`src/sector_lock_pkg.sv`:
```
// Constants and types for the global sector protection decoder.
// Functional notes
// - Permitted write with bits 5..2 set protects all
// - Permitted write with bits 5..2 clear unprotects all
// - Mixed bits 5..2 leave protection unchanged
// - Pin low and lock set: only the latch clears
// - Lock clear: decode globally, load lock from bit7
// - Sector commands still work after global operation
// - Only bit 7 stored, bits 5..2 not kept
// - Pin high, lock set: block global, allow unlock
// - No write enable latch means no write
package sector_lock_pkg;

  localparam int NUM_SECTORS = 8;
  localparam int SECT_IDX_W  = 3;
  localparam int SECT_LSB    = 15;

  localparam logic [7:0] OP_WREN   = 8'h06;
  localparam logic [7:0] OP_WRDI   = 8'h04;
  localparam logic [7:0] OP_WRSR   = 8'h01;
  localparam logic [7:0] OP_PROT   = 8'h36;
  localparam logic [7:0] OP_UNPROT = 8'h39;

  localparam int LOCK_DATA_BIT = 7;
  localparam int GLOB_HI_BIT   = 5;
  localparam int GLOB_LO_BIT   = 2;

  localparam logic [3:0] WB_CTRL_ADDR = 4'h0;
  localparam logic [3:0] WB_STAT_ADDR = 4'h4;
  localparam int CTRL_EN_BIT   = 0;
  localparam int STAT_LOCK_BIT = 0;
  localparam int STAT_WEL_BIT  = 1;
  localparam int STAT_WP_BIT   = 2;
  localparam int STAT_EN_BIT   = 3;
  localparam int STAT_SECT_LSB = 8;

  localparam logic                   CTRL_EN_RESET = 1'b1;
  localparam logic                   LOCK_RESET    = 1'b0;
  localparam logic                   WEL_RESET     = 1'b0;
  localparam logic [NUM_SECTORS-1:0] SECT_RESET    = 8'hff;

  typedef struct packed {
    logic                   lock;
    logic                   write_enable_latch;
    logic [NUM_SECTORS-1:0] sect;
  } prot_state_t;

  typedef struct packed {
    logic sclk;
    logic cs_n;
    logic si;
    logic wp_n;
  } link_pins_t;

  localparam link_pins_t PINS_IDLE = '{sclk: 1'b0, cs_n: 1'b1,
                                      si: 1'b0, wp_n: 1'b1};

endpackage

```
`src/global_sector_protect_decode.sv`:
```
// Serial protection decoder with a Wishbone register slave.
`timescale 1ns/1ps
module global_sector_protect_decode
(
  input  wire logic        clk_i,
  input  wire logic        rst_i,
  input  wire logic        wb_cyc_i,
  input  wire logic        wb_stb_i,
  input  wire logic        wb_we_i,
  input  wire logic [3:0]  wb_adr_i,
  input  wire logic [3:0]  wb_sel_i,
  input  wire logic [31:0] wb_dat_i,
  output logic      [31:0] wb_dat_o,
  output logic             wb_ack_o,
  input  wire logic        spi_sclk_i,
  input  wire logic        spi_cs_n_i,
  input  wire logic        spi_si_i,
  input  wire logic        wp_n_i,
  output logic      [7:0]  sector_prot_o,
  output logic             protection_lock_bit_o,
  output logic             write_enable_latch_o
);

  localparam int SECT_IDX_W_C = sector_lock_pkg::SECT_IDX_W;

  sector_lock_pkg::link_pins_t  meta_ff;
  sector_lock_pkg::link_pins_t  sync_ff;
  logic                         sclk_d_ff;
  logic                         cs_d_ff;
  logic [7:0]                   shift_ff;
  logic [7:0]                   nxt_shift;
  logic [2:0]                   bitcnt_ff;
  logic [2:0]                   nxt_bitcnt;
  logic [2:0]                   bytecnt_ff;
  logic [2:0]                   nxt_bytecnt;
  logic [7:0]                   op_ff;
  logic [7:0]                   nxt_op;
  logic [7:0]                   dat_ff;
  logic [7:0]                   nxt_dat;
  logic [23:0]                  addr_ff;
  logic [23:0]                  nxt_addr;
  sector_lock_pkg::prot_state_t prot_ff;
  sector_lock_pkg::prot_state_t nxt_prot;
  logic                         en_ff;
  logic                         nxt_en;
  logic                         ack_ff;
  logic                         nxt_ack;
  logic [31:0]                  rdat_ff;
  logic [31:0]                  nxt_rdat;
  logic                         sclk_rise;
  logic                         frame_end;
  logic                         aligned;
  logic                         hard_lock;
  logic [7:0]                   byte_in;
  logic [3:0]                   glob;
  logic [SECT_IDX_W_C-1:0]      sect_idx;

  assign byte_in   = {shift_ff[6:0], sync_ff.si};
  assign sclk_rise = sync_ff.sclk && !sclk_d_ff && !sync_ff.cs_n;
  assign frame_end = sync_ff.cs_n && !cs_d_ff;
  assign aligned   = (bitcnt_ff == 3'h0) && (bytecnt_ff != 3'h0);
  // Hard lock follows the lock held before this write.
  // prior lock value
  assign hard_lock = prot_ff.lock && !sync_ff.wp_n;
  assign glob      = dat_ff[sector_lock_pkg::GLOB_HI_BIT:
                            sector_lock_pkg::GLOB_LO_BIT];
  assign sect_idx  = addr_ff[sector_lock_pkg::SECT_LSB +: SECT_IDX_W_C];

  // Pins come from the host's domain, so each passes two flops first.
  always_ff @(posedge clk_i)
  begin
    if (rst_i)
    begin
      meta_ff   <= sector_lock_pkg::PINS_IDLE;
      sync_ff   <= sector_lock_pkg::PINS_IDLE;
      sclk_d_ff <= 1'b0;
      cs_d_ff   <= 1'b1;
    end
    else
    begin
      meta_ff   <= '{sclk: spi_sclk_i, cs_n: spi_cs_n_i,
                     si: spi_si_i, wp_n: wp_n_i};
      sync_ff   <= meta_ff;
      sclk_d_ff <= sync_ff.sclk;
      cs_d_ff   <= sync_ff.cs_n;
    end
  end

  always_comb
  begin
    nxt_shift   = shift_ff;
    nxt_bitcnt  = bitcnt_ff;
    nxt_bytecnt = bytecnt_ff;
    nxt_op      = op_ff;
    nxt_dat     = dat_ff;
    nxt_addr    = addr_ff;
    if (sync_ff.cs_n)
    begin
      nxt_bitcnt  = 3'h0;
      nxt_bytecnt = 3'h0;
    end
    else if (sclk_rise)
    begin
      nxt_shift  = byte_in;
      nxt_bitcnt = bitcnt_ff + 3'h1;
      if (bitcnt_ff == 3'h7)
      begin
        if (bytecnt_ff == 3'h0)
        begin
          nxt_op = byte_in;
        end
        else if (bytecnt_ff <= 3'h3)
        begin
          nxt_addr = {addr_ff[15:0], byte_in};
        end
        if (bytecnt_ff == 3'h1)
        begin
          nxt_dat = byte_in;
        end
        if (bytecnt_ff != 3'h4)
        begin
          nxt_bytecnt = bytecnt_ff + 3'h1;
        end
      end
    end
  end

  always_ff @(posedge clk_i)
  begin
    if (rst_i)
    begin
      shift_ff   <= 8'h00;
      bitcnt_ff  <= 3'h0;
      bytecnt_ff <= 3'h0;
      op_ff      <= 8'h00;
      dat_ff     <= 8'h00;
      addr_ff    <= 24'h000000;
    end
    else
    begin
      shift_ff   <= nxt_shift;
      bitcnt_ff  <= nxt_bitcnt;
      bytecnt_ff <= nxt_bytecnt;
      op_ff      <= nxt_op;
      dat_ff     <= nxt_dat;
      addr_ff    <= nxt_addr;
    end
  end

  // Commands act only when the frame closes on a byte boundary, except that WRSR and the sector commands clear the latch on any close.
  always_comb
  begin
    nxt_prot = prot_ff;
    if (frame_end && en_ff)
    begin
      case (op_ff)
        sector_lock_pkg::OP_WREN:
        begin
          if (aligned)
          begin
            nxt_prot.write_enable_latch = 1'b1;
          end
        end
        sector_lock_pkg::OP_WRDI:
        begin
          if (aligned)
          begin
            nxt_prot.write_enable_latch = 1'b0;
          end
        end
        sector_lock_pkg::OP_WRSR:
        begin
          if (prot_ff.write_enable_latch)
          begin
            nxt_prot.write_enable_latch = 1'b0;
            if (aligned && bytecnt_ff >= 3'h2)
            begin
              if (!prot_ff.lock)
              begin
                if (glob == 4'hf)
                begin
                  nxt_prot.sect = sector_lock_pkg::SECT_RESET;
                end
                else if (glob == 4'h0)
                begin
                  nxt_prot.sect = '0;
                end
              end
              if (!hard_lock)
              begin
                nxt_prot.lock = dat_ff[sector_lock_pkg::LOCK_DATA_BIT];
              end
            end
          end
        end
        sector_lock_pkg::OP_PROT,
        sector_lock_pkg::OP_UNPROT:
        begin
          if (prot_ff.write_enable_latch)
          begin
            nxt_prot.write_enable_latch = 1'b0;
            if (aligned && bytecnt_ff == 3'h4 && !prot_ff.lock)
            begin
              nxt_prot.sect[sect_idx] = (op_ff == sector_lock_pkg::OP_PROT);
            end
          end
        end
        default:
        begin
          nxt_prot = prot_ff;
        end
      endcase
    end
  end

  always_ff @(posedge clk_i)
  begin
    if (rst_i)
    begin
      prot_ff <= '{lock: sector_lock_pkg::LOCK_RESET,
                   write_enable_latch: sector_lock_pkg::WEL_RESET,
                   sect: sector_lock_pkg::SECT_RESET};
    end
    else
    begin
      prot_ff <= nxt_prot;
    end
  end

  // Classic slave: ack one cycle after the request, write on the ack edge.
  always_comb
  begin
    nxt_ack  = wb_cyc_i && wb_stb_i && !ack_ff;
    nxt_en   = en_ff;
    nxt_rdat = 32'h00000000;
    if (wb_cyc_i && wb_stb_i && ack_ff && wb_we_i &&
        wb_adr_i == sector_lock_pkg::WB_CTRL_ADDR && wb_sel_i[0])
    begin
      nxt_en = wb_dat_i[sector_lock_pkg::CTRL_EN_BIT];
    end
    if (wb_adr_i == sector_lock_pkg::WB_CTRL_ADDR)
    begin
      nxt_rdat[sector_lock_pkg::CTRL_EN_BIT] = en_ff;
    end
    else if (wb_adr_i == sector_lock_pkg::WB_STAT_ADDR)
    begin
      nxt_rdat[sector_lock_pkg::STAT_LOCK_BIT] = prot_ff.lock;
      nxt_rdat[sector_lock_pkg::STAT_WEL_BIT]  = prot_ff.write_enable_latch;
      nxt_rdat[sector_lock_pkg::STAT_WP_BIT]   = sync_ff.wp_n;
      nxt_rdat[sector_lock_pkg::STAT_EN_BIT]   = en_ff;
      nxt_rdat[sector_lock_pkg::STAT_SECT_LSB +: 8] = prot_ff.sect;
    end
  end

  always_ff @(posedge clk_i)
  begin
    if (rst_i)
    begin
      ack_ff  <= 1'b0;
      en_ff   <= sector_lock_pkg::CTRL_EN_RESET;
      rdat_ff <= 32'h00000000;
    end
    else
    begin
      ack_ff  <= nxt_ack;
      en_ff   <= nxt_en;
      rdat_ff <= nxt_rdat;
    end
  end

  assign wb_ack_o              = ack_ff;
  assign wb_dat_o              = rdat_ff;
  assign sector_prot_o         = prot_ff.sect;
  assign protection_lock_bit_o = prot_ff.lock;
  assign write_enable_latch_o  = prot_ff.write_enable_latch;

endmodule

```
`config.mk`:
```
export PLATFORM = sky130hd
export DESIGN_NAME = global_sector_protect_decode
export DESIGN_NICKNAME = d
export VERILOG_FILES = /design/src/sector_lock_pkg.sv /design/src/global_sector_protect_decode.sv
export SDC_FILE = /design/constraint.sdc
export NUM_CORES = 1
export LEC_CHECK = 0
export BUFFER_PORTS_ARGS = -buffer_cell sky130_fd_sc_hd__buf_2
export CAP_MARGIN = 25
export CORE_UTILIZATION = 56
export DETAILED_ROUTE_END_ITERATION = 10
export PLACE_DENSITY = 0.82
export SYNTH_ARGS = -nofsm -noshare
export SYNTH_HDL_FRONTEND = slang
export SYNTH_SLANG_ARGS = --single-unit
```
`constraint.sdc`:
```
create_clock -name clk_i -period 4.2 [get_ports clk_i]
set_clock_uncertainty 0.15 [all_clocks]
set_input_delay 1.05 -clock clk_i [delete_from_list [all_inputs] [get_ports clk_i]]
set_output_delay 1.05 -clock clk_i [all_outputs]
set_load 0.01 [all_outputs]
```
* Word level (Yosys, flattened, before mapping)
Cells that the tools add are included.
** Operators by class
- Add/sub/neg operators :: 2
- Magnitude comparators :: 4
- Eq/ne operators :: 19
- Multiplexer cells :: 16
- Bitwise logic cells :: 4
- Reductions and logical operators :: 40
** Operator list (number)
- two-way mux 8 bit :: 7
- equality test 8 x 3 -> 1 bit, second input constant :: 2
- equality test 8 x 6 -> 1 bit, second input constant :: 2
- logical AND 1 bit :: 16
- one-hot mux 8 bit (2 select lines) :: 1
- inequality test 2 bit, second input constant :: 7
- AND reduction 4 bit :: 3
- AND reduction 5 bit :: 2
- bitwise mux 8 bit :: 1
- equality test 8 x 1 -> 1 bit, second input constant :: 1
- logical NOT 4 bit :: 2
- AND reduction 8 bit :: 1
- adder 3 x 1 -> 3 bit, second input constant :: 2
- equality test 3 bit, second input constant :: 2
- logical NOT 1 bit :: 6
- logical NOT 3 bit :: 2
- inequality test 3 bit, second input constant :: 2
- two-way mux 1 bit :: 5
- equality test 4 x 3 -> 1 bit, second input constant :: 1
- equality test 4 bit, second input constant :: 1
- < comparator 3 x 4 -> 1 bit, second input constant :: 1
- NOT 1 bit :: 4
- one-hot mux 1 bit (4 select lines) :: 1
- nonzero test 4 bit :: 1
- 11 further kinds :: 12
** Storage, ports and cells
- Bits in registers :: 101
- Bits of input ports :: 49
- Output and inout port bits :: 43
- Word-level logic and storage cells :: 109

* Depth between registers and ports, before layout
- Depth after elaboration :: 8
- Gate-level depth with buffers :: 8
- Depth with buffers taken out :: 7

* Worst setup path before layout
No wires, ideal clock.
- Kind :: in2reg
- Start point :: in wb_adr_i[1]
- End point :: reg rdat_ff[10], in the netlist wb_dat_o[10]
- Arrival :: 1.998 ns
- Required time :: 3.991 ns
- Setup slack :: 1.993 ns
- Stages on the path :: 4
- Path buffers :: 1
- Cells stage by stage :: or3_1 > nor3b_1 > clkbuf_1 > and2_1
** Between the ends
- Longest elaborated chain between the ends :: 3
- Elaborated cells between the ends (all ways) :: 4
- Classes of those cells :: 1 x eq/ne; 1 x bitwise; 2 x reduce/logical
** RTL lines
- from (decl) :: RTL line global_sector_protect_decode.sv:10 : input wire logic [3:0] wb_adr_i,
- equality test 4 x 3 -> 1 bit :: RTL line global_sector_protect_decode.sv:245 : else if (wb_adr_i == sector_lock_pkg::WB_STAT_ADDR)
- NOT 1 bit (no source line)
- OR reduction 3 bit (no source line) (*)
- to (signal assigned) :: RTL line global_sector_protect_decode.sv:267 : rdat_ff <= nxt_rdat;
- to (decl) :: RTL line global_sector_protect_decode.sv:48 : logic [31:0] rdat_ff;
Mark *: on every way between the ends. The rest lies on a longest branch, timed or not.
A chain may end at the register's enable or synchronous reset.

* Worst setup path after layout
- Start point :: reg op_ff[4]
- End point :: reg prot_ff, in the netlist sector_prot_o[2]
** Between the ends
- Longest elaborated chain between the ends :: 5
- Elaborated cells between the ends (all ways) :: 16
- Classes of those cells :: 9 x eq/ne; 4 x mux; 3 x reduce/logical
** RTL lines
- from (decl) :: RTL line global_sector_protect_decode.sv:36 : logic [7:0] op_ff;
- from (signal assigned) :: RTL line global_sector_protect_decode.sv:144 : op_ff <= nxt_op;
- equality test 8 x 6 -> 1 bit :: RTL line global_sector_protect_decode.sv:156, global_sector_protect_decode.sv:204
- bitwise mux 8 bit :: RTL line global_sector_protect_decode.sv:204 : nxt_prot.sect[sect_idx] = (op_ff == sector_lock_pkg::OP_PROT);
- two-way mux 8 bit :: RTL line global_sector_protect_decode.sv:202 : if (aligned && bytecnt_ff == 3'h4 && !prot_ff.lock)
- two-way mux 8 bit :: RTL line global_sector_protect_decode.sv:199 : if (prot_ff.write_enable_latch)
- one-hot mux 8 bit (2 select lines) :: RTL line global_sector_protect_decode.sv:156 : case (op_ff)
- to (signal assigned) :: RTL line global_sector_protect_decode.sv:220 : prot_ff <= '{lock: sector_lock_pkg::LOCK_RESET,
- to (signal assigned) :: RTL line global_sector_protect_decode.sv:226 : prot_ff <= nxt_prot;
- to (decl) :: RTL line global_sector_protect_decode.sv:42 : sector_lock_pkg::prot_state_t prot_ff;
Several ways; a longest one is shown, not always the timed one. The select of a mux whose other input is x is not followed.

==> impl_metrics.ini <==
[status]
outcome = finished clean

[critical_path]
r2r_cells = 5
r2r_start = op_ff[4]
worstSetupPathType = reg2reg
critPathRequiredTime_ns = 4.26
cp-start-kind = flop
critical_path.top_delay_family = compound AO/OA/AOI/OAI gates
crit_buf_inv = 0
timing.rr.end = sector_prot_o[2]
cp-end-kind = flop
crit_slowest_cell = a211oi_2
path_cells = nor4_2, nand4_1, a211oi_2, a2bb2o_4, a31oi_1
critPathLaunch = op_ff[4]
path_max_fanout = 11
cp.arrival_ns = 2.43
max_stage_delay_ns = 0.71
r2r_setup_slack_ns = 1.83

[sta]
setup_viol = 0
fmax_mhz = 422
layout_min_cycle_time_ns = 2.37
final.period_utilization_pct = 56.5
final-max-slew-violation-count = 0
hold_viol_final = 0
finalWorstSetupSlack_ns = 1.83
worst-slew-pin-transition_ns = 0.792
hold_ws_ns = 0.264
slew_headroom_pct = 47.1
setup_tns_ns = 0
rsz0062_at_grt = false

[logic_synthesis]
synth_edf_count = 0
yosysWarnings = 0
syn_area_per_cell_um2 = 9.38
synth_top_area_share_pct = 42.5
synth_cell_types = 55
yosysSeqAreaShare_pct = 42.5
synth.most_common_cell = dfxtp_1
syn-cell-area_um2 = 3210
async_flop_share_pct = 0
synth_area_leaders = dfxtp_1, mux2i_1, nor2_1
yosysTopAreaCell = dfxtp_1
ys_dominant_reg_cell = dfxtp_1
synthCells = 342
synth.ff_latch_count = 68
synth_common_cells = dfxtp_1, nor2_1, mux2i_1

[finish]
num-fill-cells = 483
final_net_count = 431
drive_gt1_share_pct = 19.3
regArea_um2 = 1360
multiInputGateArea_um2 = 1610
final_util_pct = 62.9
diodes = 0
area_growth_pct = 8.04

[floorplan]
coreArea_um2 = 5510
io_pins = 92
die-area_um2 = 6030
fp.dieW_um = 77.7
rows = 27
start_util_pct = 58.2
die_y_um = 77.7

[clocking]
clock_latency_ns = 0.34
cts_tree = yes
clockBufferDepth = 2
clkTransAtPathRegs_ns = 0.07
cts_root_buffer = clkbuf_8
ctsResizeCount = 0
clock_sinks = 68
cts_setup_buffers = 0
cts_htree_levels = 3
holdBufCountCts = 0
numCtsBuffers = 9

[min_path]
hp-class = reg2reg
hold-path-cell-count = 1
hold_end = sync_ff[2]
hold_start = meta_ff[2]

[placement]
hpwlAfterDp_um = 4320
port_buffers = 37
pre_cts_ws_ns = 1.69
place.gp.congestion = 0.919

[route]
vias_per_cell = 5.40
num_vias = 2434
wl_per_cell_um = 13.6
drc_errors = 0
routed_wl_um = 6110
drtIter0Drc = 140
first_pass_iters = 4
antenna_left = 0

[global_route]
grt_usage_pct = 21.9
grt_max_degree = 40
grt_pass1_wl_um = 10300
overflow = 0
grt_pass1_vias = 2253
antenna_found_initial = 0

[power_and_ir_drop]
p_comb_share_pct = 3.3
leakagePower_nw = 1.48
power_frac_seq_pct = 57.0
p_per_area_nw_per_um2 = 331
switching_share_pct = 22.4
vdd_drop_max_mv = 0.317
clock_power_share_pct = 39.8
power.net_switching_mw = 0.257
power.internal_mw = 0.890

[flow_run]
drv_cap = 0
## state kept, by name, summed over array words and instances (netlist names), 3 cells and up
signal	count
bytecnt_ff	3
bitcnt_ff	3
addr_ff	8
sector_prot_o	8
meta_ff	4
shift_ff	7
sync_ff	3
wb_dat_o	12
dat_ff	5
op_ff	8
## metrics by stage
stage,area [um^2],power (mW),instances
final,3460,1.15,451
after global placement,3300,0.705,435
after detailed placement,3300,0.705,435
after global routing,3460,1.19,451
after CTS,3460,1.16,451
after floorplan,3280,0.709,361
## layout make-up
| type | count | share of cell area [%] |
|---|---|---|
| Multi-Input combinational cell | 249 | 46.6 |
| Sequential cell | 68 | 39.3 |
| Timing Repair Buffer | 40 | 5.99 |
| Clock buffer | 11 | 4.08 |
| Tap cell | 72 | 2.60 |
| Clock inverter | 5 | 0.795 |
| Inverter | 6 | 0.650 |
## worst max-delay path by stage
| stage | end | slack, ns | cells past startpoint |
|---|---|---|---|
| floorplan | wb_dat_o[10] | 1.99 | 4 |
| global placement | sector_prot_o[3] | 1.74 | 4 |
| detailed placement | sector_prot_o[2] | 1.69 | 4 |
| CTS | sector_prot_o[2] | 1.82 | 5 |
| global route | sector_prot_o[2] | 1.70 | 5 |
| finish | sector_prot_o[2] | 1.83 | 5 |
## cell usage in the layout (no fill, tap or decap), types with 6 or more instances in the layout
| master | Yosys | layout |
|---|---|---|
| o22ai_1 | 8 | 8 |
| nor2_1 | 49 | 49 |
| dfxtp_1 | 68 | 68 |
| nor2b_1 | 7 | 7 |
| buf_2 | 2 | 37 |
| a31oi_1 | 16 | 16 |
| conb_1 | 1 | 20 |
| and2_1 | 11 | 11 |
| inv_1 | 6 | 6 |
| mux2i_1 | 32 | 32 |
| or3_1 | 6 | 6 |
| nand2_1 | 15 | 15 |
| nor3_1 | 10 | 10 |
| ha_1 | 8 | 8 |
| clkbuf_8 | 1 | 10 |
## power by group through the flow
stage / sequential [mW] / combinational [mW] / clock, mW
final: 0.653 / 0.0376 / 0.456
after global routing: 0.653 / 0.0423 / 0.497
after CTS: 0.653 / 0.0376 / 0.469
after detailed placement: 0.668 / 0.0374 / 0
after global placement: 0.668 / 0.0368 / 0
after floorplan: 0.669 / 0.0401 / 0
## layer usage
metal | vias to the layer above | track usage [%] | wire length [um]
met5 | - | 0 | 0
met4 | 0 | 10.9 | 94
met3 | 11 | 5.53 | 335
met2 | 77 | 37.3 | 2990
met1 | 1122 | 25.5 | 2690
li1 | 1224 | - | -
## cell families (layout without fill, tap and decap cells)
family                   count (synthesis)  after routing  synth area share (%)
AND/OR/NAND/NOR                        138            138                  23.4
XOR/XNOR                                 2              2                 0.546
flip-flops                              68             68                  42.5
adder cells (fa/ha/maj)                  8              8                  3.12
buffers and inverters                   44             62                  9.44
multiplexers                            32             32                  9.99
AO/OA/AOI/OAI                           49             49                  11.0
other                                    1             20                 0.117
## worst register-to-register path: cells and delay by family (launching register included)
family	cells	cell delay, ns
AO/OA/AOI/OAI	3	1.08
flip-flops	1	0.37
AND/OR/NAND/NOR	2	0.63
(Power assumes the default switching activity.)
